===== src/core/ocf_consts.vh =====
// Purpose: Constants for the overcurrent fault response and bus config block
// Assumes: 40 MHz clock, command codes used as register offsets
// Notes:   Reset values are plain defaults
`ifndef OCF_CONSTS_VH
`define OCF_CONSTS_VH

// Command codes (register offsets)
`define OCF_CMD_BUS_CFG      8'hc9
`define OCF_CMD_FAST_RESP    8'hca
`define OCF_CMD_AVG_LIMIT    8'hd0
`define OCF_CMD_FAST_LIMIT   8'hd1

// Field positions of the bus and pin configuration word
`define OCF_PG_POL_BIT       39
`define OCF_CTL_POL_BIT      32
`define OCF_BASE_HI          31
`define OCF_BASE_LO          24
`define OCF_OFFS_HI          23
`define OCF_OFFS_LO          17
`define OCF_OFFS_EN_BIT      16

// Field positions of the fast overcurrent response byte
`define OCF_RESP_HI          7
`define OCF_RESP_LO          6
`define OCF_RETRY_HI         5
`define OCF_RETRY_LO         3
`define OCF_DELAY_HI         2
`define OCF_DELAY_LO         0

// Response and retry codes
`define OCF_RESP_IGNORE      2'h0
`define OCF_RESP_SHUTDOWN    2'h3
`define OCF_RETRY_NONE       3'h0
`define OCF_RETRY_FOREVER    3'h7

// Reset values
`define OCF_BUS_CFG_RST      40'h81_4000_0000
`define OCF_FAST_RESP_RST    8'h00
`define OCF_AVG_LIMIT_RST    16'h0000
`define OCF_FAST_LIMIT_RST   16'hffff

// Delay unit multipliers in milliseconds (unit codes 0..3)
`define OCF_UNIT_MS_0        16'h0001
`define OCF_UNIT_MS_1        16'h0004
`define OCF_UNIT_MS_2        16'h0010
`define OCF_UNIT_MS_3        16'h0100

// Timing: one millisecond, expressed in ns, and the clock period
`define OCF_UNIT_TIME_NS     1000000
`define OCF_CLK_PERIOD_NS    25
`define OCF_MS_CYCLES        (`OCF_UNIT_TIME_NS / `OCF_CLK_PERIOD_NS)

`endif


===== src/core/ocf_delay_timer.v =====
// Purpose: Counts a number of delay units of 1, 4, 16 or 256 ms
// Assumes: start is a one-cycle pulse from the same clock
// Notes:   done pulses once when the programmed time has elapsed
`include "ocf_consts.vh"
`default_nettype none

module ocf_delay_timer #(
  parameter MS_CYCLES = `OCF_MS_CYCLES
) (
  // Clock and reset
  input  wire        clock,
  input  wire        rst,
  // Control
  input  wire        start,
  input  wire        cancel,
  input  wire [2:0]  delay_exp,
  input  wire [1:0]  unit_sel,
  // Status
  output reg         done
);

  reg  [15:0] pre_reg;
  reg  [15:0] ms_reg;
  reg  [15:0] target_reg;
  reg         busy_reg;
  wire [15:0] unit_ms;
  wire        ms_tick;

  // Milliseconds per delay unit
  assign unit_ms = (unit_sel == 2'h0) ? `OCF_UNIT_MS_0 :
                   (unit_sel == 2'h1) ? `OCF_UNIT_MS_1 :
                   (unit_sel == 2'h2) ? `OCF_UNIT_MS_2 : `OCF_UNIT_MS_3;
  assign ms_tick = (pre_reg == MS_CYCLES[15:0] - 16'h0001);

  // Prescaler, millisecond count and end detection
  always @(posedge clock) begin
    done <= 1'b0;
    if (rst || cancel) begin
      pre_reg  <= 16'h0000;
      ms_reg   <= 16'h0000;
      busy_reg <= 1'b0;
      target_reg <= 16'h0000;
    end else if (start) begin
      pre_reg    <= 16'h0000;
      ms_reg     <= 16'h0000;
      busy_reg   <= 1'b1;
      target_reg <= unit_ms << delay_exp; // RULE_14 RULE_19
    end else if (busy_reg) begin
      pre_reg <= ms_tick ? 16'h0000 : pre_reg + 16'h0001;
      if (ms_tick) begin
        ms_reg <= ms_reg + 16'h0001;
        if (ms_reg + 16'h0001 == target_reg) begin
          busy_reg <= 1'b0;
          done     <= 1'b1;
        end
      end
    end
  end

endmodule
`default_nettype wire


===== src/core/ocf_fault_response.v =====
// Purpose: Bus address config, pin polarity and fast overcurrent response
// Assumes: Command port and current reading come from same-clock logic
// Notes:   Pins are synchronised by two flip-flops before use
//
// Functional notes
// RULE_01: Base address is the top byte; bus address is base plus offset.
// RULE_02: Offset source disabled means the programmed seven-bit offset applies.
// RULE_03: Offset enable bit one takes the resistor strap offset instead.
// RULE_04: Power-good pin active high when its polarity bit is one.
// RULE_05: Control pin read active high when its polarity bit is one.
// RULE_06: Host keeps fault, power-good and enable pin selections distinct.
// RULE_07: Host keeps the I2C and PMBus addresses different.
// RULE_08: Any fast overcurrent sets the status bit and notifies the host.
// RULE_09: Code 00 keeps running forever with constant-current limiting.
// RULE_10: Code 11 limits for the delay, then applies the retry setting.
// RULE_11: Retry 000 keeps the output off until the fault is cleared.
// RULE_12: Retry 001 to 110 tries that many restarts, then latches off.
// RULE_13: Retry 111 restarts without limit until off, bias loss or fault.
// RULE_14: Delay field gives two to the field value time units.
// RULE_15: Same delay count for fault hold time and restart spacing.
// RULE_16: The time unit comes from the separate fault timing register.
// RULE_17: Sixteen-bit readable and writable averaged overcurrent threshold.
// RULE_18: Sixteen-bit unsigned fast overcurrent threshold, readable back.
// RULE_19: Two-bit unit code selects 1, 4, 16 or 256 ms.
// RULE_20: Current above the fast threshold declares the fault, starts timer.
`include "ocf_consts.vh"
`default_nettype none

module ocf_fault_response #(
  parameter MS_CYCLES = `OCF_MS_CYCLES
) (
  // Clock and reset
  input  wire        clock,
  input  wire        rst,
  // Command port
  input  wire        cmd_valid,
  input  wire        cmd_write,
  input  wire [7:0]  cmd_code,
  input  wire [39:0] cmd_wdata,
  output reg         rsp_valid,
  output reg         rsp_error,
  output reg  [39:0] rsp_rdata,
  // Pins
  input  wire        on_off_pin,
  input  wire        bias_ok_pin,
  input  wire [6:0]  offset_strap,
  output reg         power_good_pin,
  // Regulator and system logic
  input  wire        operation_on,
  input  wire        other_fault,
  input  wire        fault_clear,
  input  wire [15:0] measured_current,
  input  wire [1:0]  current_delay_unit,
  output reg         output_enable,
  output reg         current_limit_en,
  output reg         fast_oc_status,
  output reg         host_notify,
  output reg  [7:0]  pmbus_address
);

  //////////////////////////////////////////////////////////////////////////
  // States
  localparam [4:0] ST_OFF     = 5'b00001;
  localparam [4:0] ST_RUN     = 5'b00010;
  localparam [4:0] ST_LIMIT   = 5'b00100;
  localparam [4:0] ST_WAIT    = 5'b01000;
  localparam [4:0] ST_LATCHED = 5'b10000;

  //////////////////////////////////////////////////////////////////////////
  // Declarations
  reg  [39:0] bus_and_pin_config_reg;
  reg  [7:0]  fast_overcurrent_response_reg;
  reg  [15:0] average_overcurrent_limit_reg;
  reg  [15:0] fast_overcurrent_limit_reg;
  reg  [4:0]  state_reg;
  reg  [4:0]  state_next;
  reg  [2:0]  attempts_reg;
  reg  [2:0]  attempts_next;
  reg         timer_start;
  reg         over_prev_reg;
  reg         on_off_meta_reg;
  reg         on_off_sync_reg;
  reg         bias_meta_reg;
  reg         bias_sync_reg;
  reg  [6:0]  strap_meta_reg;
  reg  [6:0]  strap_sync_reg;
  wire        timer_done;
  wire        control_on;
  wire        run_allowed;
  wire        over_limit;
  wire        fault_event;
  wire [1:0]  resp_code;
  wire [2:0]  retry_code;
  wire [2:0]  delay_exp;
  wire [6:0]  addr_offset;
  wire        power_good;

  //////////////////////////////////////////////////////////////////////////
  // Helper functions

  // True when the response code asks for hold, shut down and retry
  function is_shutdown;
    input [1:0] code;
    begin
      is_shutdown = (code != `OCF_RESP_IGNORE);
    end
  endfunction

  // True when another restart may still be attempted
  function retry_left;
    input [2:0] setting;
    input [2:0] used;
    begin
      if (setting == `OCF_RETRY_FOREVER)
        retry_left = 1'b1; // RULE_13
      else
        retry_left = (used < setting); // RULE_11 RULE_12
    end
  endfunction

  //////////////////////////////////////////////////////////////////////////
  // Pin synchronisers
  always @(posedge clock) begin
    if (rst) begin
      on_off_meta_reg <= 1'b0;
      on_off_sync_reg <= 1'b0;
      bias_meta_reg   <= 1'b0;
      bias_sync_reg   <= 1'b0;
      strap_meta_reg  <= 7'h00;
      strap_sync_reg  <= 7'h00;
    end else begin
      on_off_meta_reg <= on_off_pin;
      on_off_sync_reg <= on_off_meta_reg;
      bias_meta_reg   <= bias_ok_pin;
      bias_sync_reg   <= bias_meta_reg;
      strap_meta_reg  <= offset_strap;
      strap_sync_reg  <= strap_meta_reg;
    end
  end

  //////////////////////////////////////////////////////////////////////////
  // Field decode
  assign resp_code  = fast_overcurrent_response_reg[`OCF_RESP_HI:`OCF_RESP_LO];
  assign retry_code = fast_overcurrent_response_reg[`OCF_RETRY_HI:`OCF_RETRY_LO];
  assign delay_exp  = fast_overcurrent_response_reg[`OCF_DELAY_HI:`OCF_DELAY_LO];

  // Address offset source
  assign addr_offset = bus_and_pin_config_reg[`OCF_OFFS_EN_BIT] ?
                       strap_sync_reg : // RULE_03
                       bus_and_pin_config_reg[`OCF_OFFS_HI:`OCF_OFFS_LO]; // RULE_02

  // Control pin polarity and run permission
  assign control_on  = bus_and_pin_config_reg[`OCF_CTL_POL_BIT] ?
                       on_off_sync_reg : ~on_off_sync_reg; // RULE_05
  assign run_allowed = control_on & operation_on & bias_sync_reg &
                       ~other_fault;

  // Fast overcurrent comparison
  assign over_limit  = (measured_current > fast_overcurrent_limit_reg); // RULE_20
  assign fault_event = over_limit & ~over_prev_reg &
                       (state_reg == ST_RUN);

  // Output is good while running and not being held at the limit
  assign power_good  = (state_reg == ST_RUN) & ~over_limit;

  //////////////////////////////////////////////////////////////////////////
  // Delay timer, shared by fault hold time and restart spacing
  ocf_delay_timer #(
    .MS_CYCLES (MS_CYCLES)
  ) u_timer (
    .clock     (clock),
    .rst       (rst),
    .start     (timer_start),
    .cancel    (~run_allowed),
    .delay_exp (delay_exp), // RULE_15
    .unit_sel  (current_delay_unit), // RULE_16
    .done      (timer_done)
  );

  //////////////////////////////////////////////////////////////////////////
  // Register writes
  always @(posedge clock) begin
    if (rst) begin
      bus_and_pin_config_reg        <= `OCF_BUS_CFG_RST;
      fast_overcurrent_response_reg <= `OCF_FAST_RESP_RST;
      average_overcurrent_limit_reg <= `OCF_AVG_LIMIT_RST;
      fast_overcurrent_limit_reg    <= `OCF_FAST_LIMIT_RST;
    end else if (cmd_valid && cmd_write) begin
      case (cmd_code)
        `OCF_CMD_BUS_CFG: begin
          bus_and_pin_config_reg <= cmd_wdata; // RULE_01
        end
        `OCF_CMD_FAST_RESP: begin
          fast_overcurrent_response_reg <= cmd_wdata[7:0];
        end
        `OCF_CMD_AVG_LIMIT: begin
          average_overcurrent_limit_reg <= cmd_wdata[15:0]; // RULE_17
        end
        `OCF_CMD_FAST_LIMIT: begin
          fast_overcurrent_limit_reg <= cmd_wdata[15:0]; // RULE_18
        end
        default: begin
          fast_overcurrent_limit_reg <= fast_overcurrent_limit_reg;
        end
      endcase
    end
  end

  //////////////////////////////////////////////////////////////////////////
  // Register reads and command answer
  always @(posedge clock) begin
    if (rst) begin
      rsp_valid <= 1'b0;
      rsp_error <= 1'b0;
      rsp_rdata <= 40'h00_0000_0000;
    end else begin
      rsp_valid <= cmd_valid;
      rsp_error <= 1'b0;
      rsp_rdata <= 40'h00_0000_0000;
      if (cmd_valid) begin
        case (cmd_code)
          `OCF_CMD_BUS_CFG: begin
            rsp_rdata <= bus_and_pin_config_reg;
          end
          `OCF_CMD_FAST_RESP: begin
            rsp_rdata <= {32'h0000_0000, fast_overcurrent_response_reg};
          end
          `OCF_CMD_AVG_LIMIT: begin
            rsp_rdata <= {24'h00_0000, average_overcurrent_limit_reg}; // RULE_17
          end
          `OCF_CMD_FAST_LIMIT: begin
            rsp_rdata <= {24'h00_0000, fast_overcurrent_limit_reg}; // RULE_18
          end
          default: begin
            rsp_error <= 1'b1;
          end
        endcase
      end
      // Writes answer with zero data, only reads return a register
      if (cmd_valid && cmd_write)
        rsp_rdata <= 40'h00_0000_0000;
    end
  end

  //////////////////////////////////////////////////////////////////////////
  // Fault response state machine, next state
  always @* begin
    state_next    = state_reg;
    attempts_next = attempts_reg;
    timer_start   = 1'b0;
    case (state_reg)
      ST_OFF: begin
        attempts_next = 3'h0;
        if (run_allowed)
          state_next = ST_RUN;
      end
      ST_RUN: begin
        if (!run_allowed) begin
          state_next = ST_OFF; // RULE_13
        end else if (fault_event && is_shutdown(resp_code)) begin
          state_next  = ST_LIMIT; // RULE_10
          timer_start = 1'b1; // RULE_20
        end
      end
      ST_LIMIT: begin
        if (!run_allowed) begin
          state_next = ST_OFF;
        end else if (timer_done) begin
          if (!over_limit) begin
            state_next = ST_RUN;
          end else if (retry_left(retry_code, attempts_reg)) begin
            state_next  = ST_WAIT; // RULE_10
            timer_start = 1'b1; // RULE_15
          end else begin
            state_next = ST_LATCHED; // RULE_11 RULE_12
          end
        end
      end
      ST_WAIT: begin
        if (!run_allowed) begin
          state_next = ST_OFF;
        end else if (timer_done) begin
          state_next    = ST_RUN;
          if (retry_code != `OCF_RETRY_FOREVER)
            attempts_next = attempts_reg + 3'h1; // RULE_12
        end
      end
      ST_LATCHED: begin
        if (fault_clear)
          state_next = ST_OFF; // RULE_11 RULE_12
      end
      default: begin
        state_next = ST_OFF;
      end
    endcase
  end

  // Fault response state machine, registers
  always @(posedge clock) begin
    if (rst) begin
      state_reg     <= ST_OFF;
      attempts_reg  <= 3'h0;
      over_prev_reg <= 1'b0;
    end else begin
      state_reg     <= state_next;
      attempts_reg  <= fault_clear ? 3'h0 : attempts_next;
      over_prev_reg <= over_limit & (state_reg == ST_RUN);
    end
  end

  //////////////////////////////////////////////////////////////////////////
  // Fault status and host notification, set wins over clear
  always @(posedge clock) begin
    if (rst) begin
      fast_oc_status <= 1'b0;
      host_notify    <= 1'b0;
    end else begin
      host_notify <= fault_event; // RULE_08
      if (fault_event)
        fast_oc_status <= 1'b1; // RULE_08
      else if (fault_clear)
        fast_oc_status <= 1'b0;
    end
  end

  //////////////////////////////////////////////////////////////////////////
  // Output stage, address and pin polarity
  always @(posedge clock) begin
    if (rst) begin
      output_enable    <= 1'b0;
      current_limit_en <= 1'b0;
      power_good_pin   <= 1'b0;
      pmbus_address    <= 8'h00;
    end else begin
      output_enable    <= (state_next == ST_RUN) ||
                          (state_next == ST_LIMIT);
      // Brick-wall limiting while over the limit and still running
      current_limit_en <= over_limit &&
                          ((state_reg == ST_RUN) ||
                           (state_reg == ST_LIMIT)); // RULE_09 RULE_10
      power_good_pin   <= bus_and_pin_config_reg[`OCF_PG_POL_BIT] ?
                          power_good : ~power_good; // RULE_04
      pmbus_address    <= bus_and_pin_config_reg[`OCF_BASE_HI:`OCF_BASE_LO]
                          + {1'b0, addr_offset}; // RULE_01
    end
  end

endmodule
`default_nettype wire


===== config.mk =====
export PLATFORM = sky130hd
export DESIGN_NAME = ocf_fault_response
export DESIGN_NICKNAME = d
export VERILOG_FILES = /design/src/core/ocf_delay_timer.v /design/src/core/ocf_fault_response.v
export VERILOG_INCLUDE_DIRS = /design/src /design/src/core
export SDC_FILE = /design/constraint.sdc
export NUM_CORES = 1
export LEC_CHECK = 0
export ABC_CLOCK_PERIOD_IN_PS = 4710
export BUFFER_PORTS_ARGS = -buffer_cell sky130_fd_sc_hd__buf_2
export CAP_MARGIN = 20
export CORE_MARGIN = 3
export CORE_UTILIZATION = 48
export DETAILED_ROUTE_END_ITERATION = 6
export GPL_ROUTABILITY_DRIVEN = 0
export PLACE_DENSITY_LB_ADDON = 0.1
export SYNTH_ARGS = -nofsm -noshare
export SYNTH_HDL_FRONTEND = slang
export SYNTH_HIERARCHICAL = 1
export SYNTH_SLANG_ARGS = --single-unit
export TNS_END_PERCENT = 100

===== constraint.sdc =====
create_clock -name clock -period 4.71 [get_ports clock]
set_input_delay 0.2355 -clock clock [delete_from_list [all_inputs] [get_ports clock]]
set_output_delay 0.2355 -clock clock [all_outputs]
set_load 0.02 [all_outputs]

==> impl_metrics.csv <==
group,metric,value,unit
outcome,status,"finished clean",
placement,dp.cells,1362,
yosys,synth_xor_area_frac,0.0510,
detailed_routing,drc,0,
setup_path,required,5.07,ns
detailed_routing,drt-pass1-iter-count,5,
layout,area_growth,22.4,%
sta,fmax,0.293,GHz
detailed_routing,num_vias,7696,
job,cap_violations,0,
yosys,synth_top_family_by_area,"simple AND/OR/NAND/NOR gates",
clock_tree,post_cts_buffers,0,
sta,hold_violations,0,
yosys,synth_compound_area_frac,0.135,
yosys,synth_warnings,6,
yosys,async_reset_ff_frac,0,
die,core,18300,µm²
setup_path,crit_path_start_kind,"flop",
layout,drive_above_1_share,0.166,
hold_path,min_path_type,"input port to flop",
yosys,ys.flop_type,"dfxtp_1",
yosys,synth_top_area_cell,"dfxtp_1",
yosys,yosysMostFrequentCell,"dfxtp_1",
global_route,grt_max_degree,66,
die,die_area,20700,µm²
clock_tree,cts_tree,"yes",
sta,finalWorstSetupSlack,1.30,ns
setup_path,cp_data_arrival_time,3.77,ns
yosys,synthAdderAreaFrac,0.0418,
yosys,ys_types,67,
global_route,grt_pass1_vias,7406,
setup_path,critPathMaxStageDelay,0.60,ns
sta,fin_crit,3.41,ns
setup_path,critPathMaxFanout,19,
layout,layoutNonFillerInstCount,1450,
yosys,synthTopCellsByCount,"212 x dfxtp_1, 146 x nand2_1, 103 x nor2_1",
yosys,seq_area_frac_synth,0.466,
setup_path,reg2reg_depth,11,
yosys,synth-simple-area-share,0.242,
die,num_rows,49,
yosys,synth_edf_count,0,
layout,fillers,1649,
setup_path,critical_path.endpoint_type,"flop",
yosys,ys_ff_latch,212,
sta,fin_skew,0.0142,ns
sta,grt_setup_unrepaired,"false",
clock_tree,cts.path.max_buffers,3,
layout,diodes,0,
clock_tree,clk_pin_slew_worst_paths,0.06,ns
sta,drv_slew,0,
sta,slew_headroom,0.390,
die,ios,137,
global_route,overflow,0,
die,initial_core_util,0.497,
global_route,grt_pass1_wl,36.6,mm
die,die_w,144,µm
detailed_routing,wl_per_cell,15.4,µm
sta,fin_crit_sh,0.724,
yosys,ys_top_cells_by_area,"dfxtp_1 47%, nand2_1 6.0%, a21oi_1 5.3%",
sta,finalSetupTns,0,ns
clock_tree,insertion_delay,0.50,ns
global_route,track_usage,0.214,
sta,worstMarginPinSlew,0.911,ns
detailed_routing,antenna_left,0,
pwr,p_leak,4.51,nW
setup_path,critPathKind,"flop to flop",
placement,hpwl,14.9,mm
pwr,peakVddDrop,0.287,mV
setup_path,path_cells,"inv_1 -> ha_1 -> nand4_1 -> or4_1 -> a21o_1 -> a31oi_4 -> nor3b_2 -> or3_1 -> buf_4 -> nand2b_1 -> nor2_1",
hold_path,min_path_cells,2,
yosys,synth_cells,1046,
placement,dp_slack,1.27,ns
yosys,synth_nets,1157,
yosys,synth_mux_area_frac,0.0243,
detailed_routing,routed_wl,22.3,mm
setup_path,slowest_stage,"or4_1",
clock_tree,htreeDepth,1,
die,die_h,144,µm
clock_tree,cts-root-buf,"clkbuf_16",
detailed_routing,viasPerCell,5.31,
layout,nNetsFinal,1319,
clock_tree,numCtsBuffers,23,
yosys,synth_top_area_frac,0.466,
sta,finalSetupViolCount,0,
global_route,antenna_found_initial,0,
clock_tree,cts_sinks,212,
detailed_routing,drt_iter0_drc,444,
pwr,power-per-cell-area,334,nW/µm²
yosys,avgSynthCellArea,8.71,µm²
placement,port_buffers,136,
yosys,synth_area,9110,µm²
-- placed cells by master, fill, tap and decap left out, types with 4 or more instances in the layout --
cell | Yosys | layout
nand2_1 | 146 | 146
mux2i_1 | 12 | 12
clkbuf_8 | 0 | 5
nand4_1 | 11 | 11
dfxtp_1 | 212 | 212
nor2_1 | 103 | 103
clkbuf_16 | 0 | 23
nand2b_1 | 13 | 13
and2_1 | 29 | 29
nor4_1 | 6 | 6
xor2_1 | 23 | 23
nor2b_1 | 42 | 42
a22oi_1 | 18 | 18
a222oi_1 | 8 | 8
nor4b_1 | 4 | 4
buf_2 | 15 | 135
o21ai_0 | 18 | 18
a31oi_1 | 4 | 4
or3_1 | 8 | 8
inv_1 | 34 | 34
nor3b_1 | 5 | 4
and3_1 | 11 | 11
nand3b_1 | 6 | 6
dlygate4sd3_1 | 0 | 50
clkbuf_1 | 39 | 4
buf_4 | 0 | 10
ha_1 | 28 | 28
mux2_2 | 9 | 9
nor3_1 | 19 | 19
nand3_1 | 25 | 25
a211o_1 | 16 | 16
a21oi_1 | 96 | 96
xnor2_1 | 30 | 30
a21boi_0 | 4 | 4
-- cell families (layout without fill, tap and decap cells) --
kind of cell,count (synthesis),in the layout
adder cells (fa/ha/maj),30,30
XOR/XNOR,53,53
AO/OA/AOI/OAI,192,192
flip-flops,212,212
multiplexers,21,21
buffers and inverters,92,267
AND/OR/NAND/NOR,446,446
-- where the power goes --
| part | leakage, nW | switching (mW) | internal, mW |
|---|---|---|---|
| logic | 2.43 | 0.0603 | 0.0682 |
| registers | 1.71 | 0.00244 | 1.80 |
| clock network | 0.369 | 0.709 | 1.08 |
-- final timing paths --
kind                             startpoint             endpoint  slack, ns
min                               cmd_valid            rsp_valid       0.08
max          fast_overcurrent_limit_reg[15]  u_timer/pre_reg[12]       1.30
min reg2reg               strap_meta_reg[6]    strap_sync_reg[6]       0.44
max reg2reg  fast_overcurrent_limit_reg[15]  u_timer/pre_reg[12]       1.30
-- worst max-delay path: cells and delay by family, from the launching register on --
family,cells,cell delay (ns)
buffers and inverters,2,0.28
flip-flops,1,0.33
AO/OA/AOI/OAI,2,0.56
AND/OR/NAND/NOR,6,1.80
adder cells (fa/ha/maj),1,0.30
-- layout make-up --
class | instances | area, µm² | share of cell area
Clock inverter | 6 | 83.8 | 0.00752
Clock buffer | 32 | 659 | 0.0591
Tap cell | 229 | 287 | 0.0257
Multi-Input combinational cell | 742 | 4500 | 0.403
Timing Repair Buffer | 195 | 1250 | 0.112
Sequential cell | 212 | 4240 | 0.381
Inverter | 34 | 128 | 0.0114
-- per-stage QoR --
stage                     power, mW   util  cell area (µm²)  hold slack, ns
after floorplan                1.88      -             9110           0.312
after global placement         1.94  0.541             9910           0.416
after detailed placement       1.94  0.541             9910           0.423
after CTS                      3.76  0.608            11200          0.0597
after global routing           3.84  0.608            11200          0.0808
final                          3.72  0.608            11200          0.0792
-- layer usage --
layer | routed length, µm | GRT usage
met1 | 10400 | 0.294
met2 | 10400 | 0.356
met3 | 1070 | 0.0309
met4 | 467 | 0.0555
met5 | 0 | 0
-- timing repair --
action / in CTS / in global routing
hold buffers: 50 / 0
hold endpoints to repair: 81 / 0
gates resized for setup: 0 / 0
Note: power is estimated with default switching activity, not from simulation.
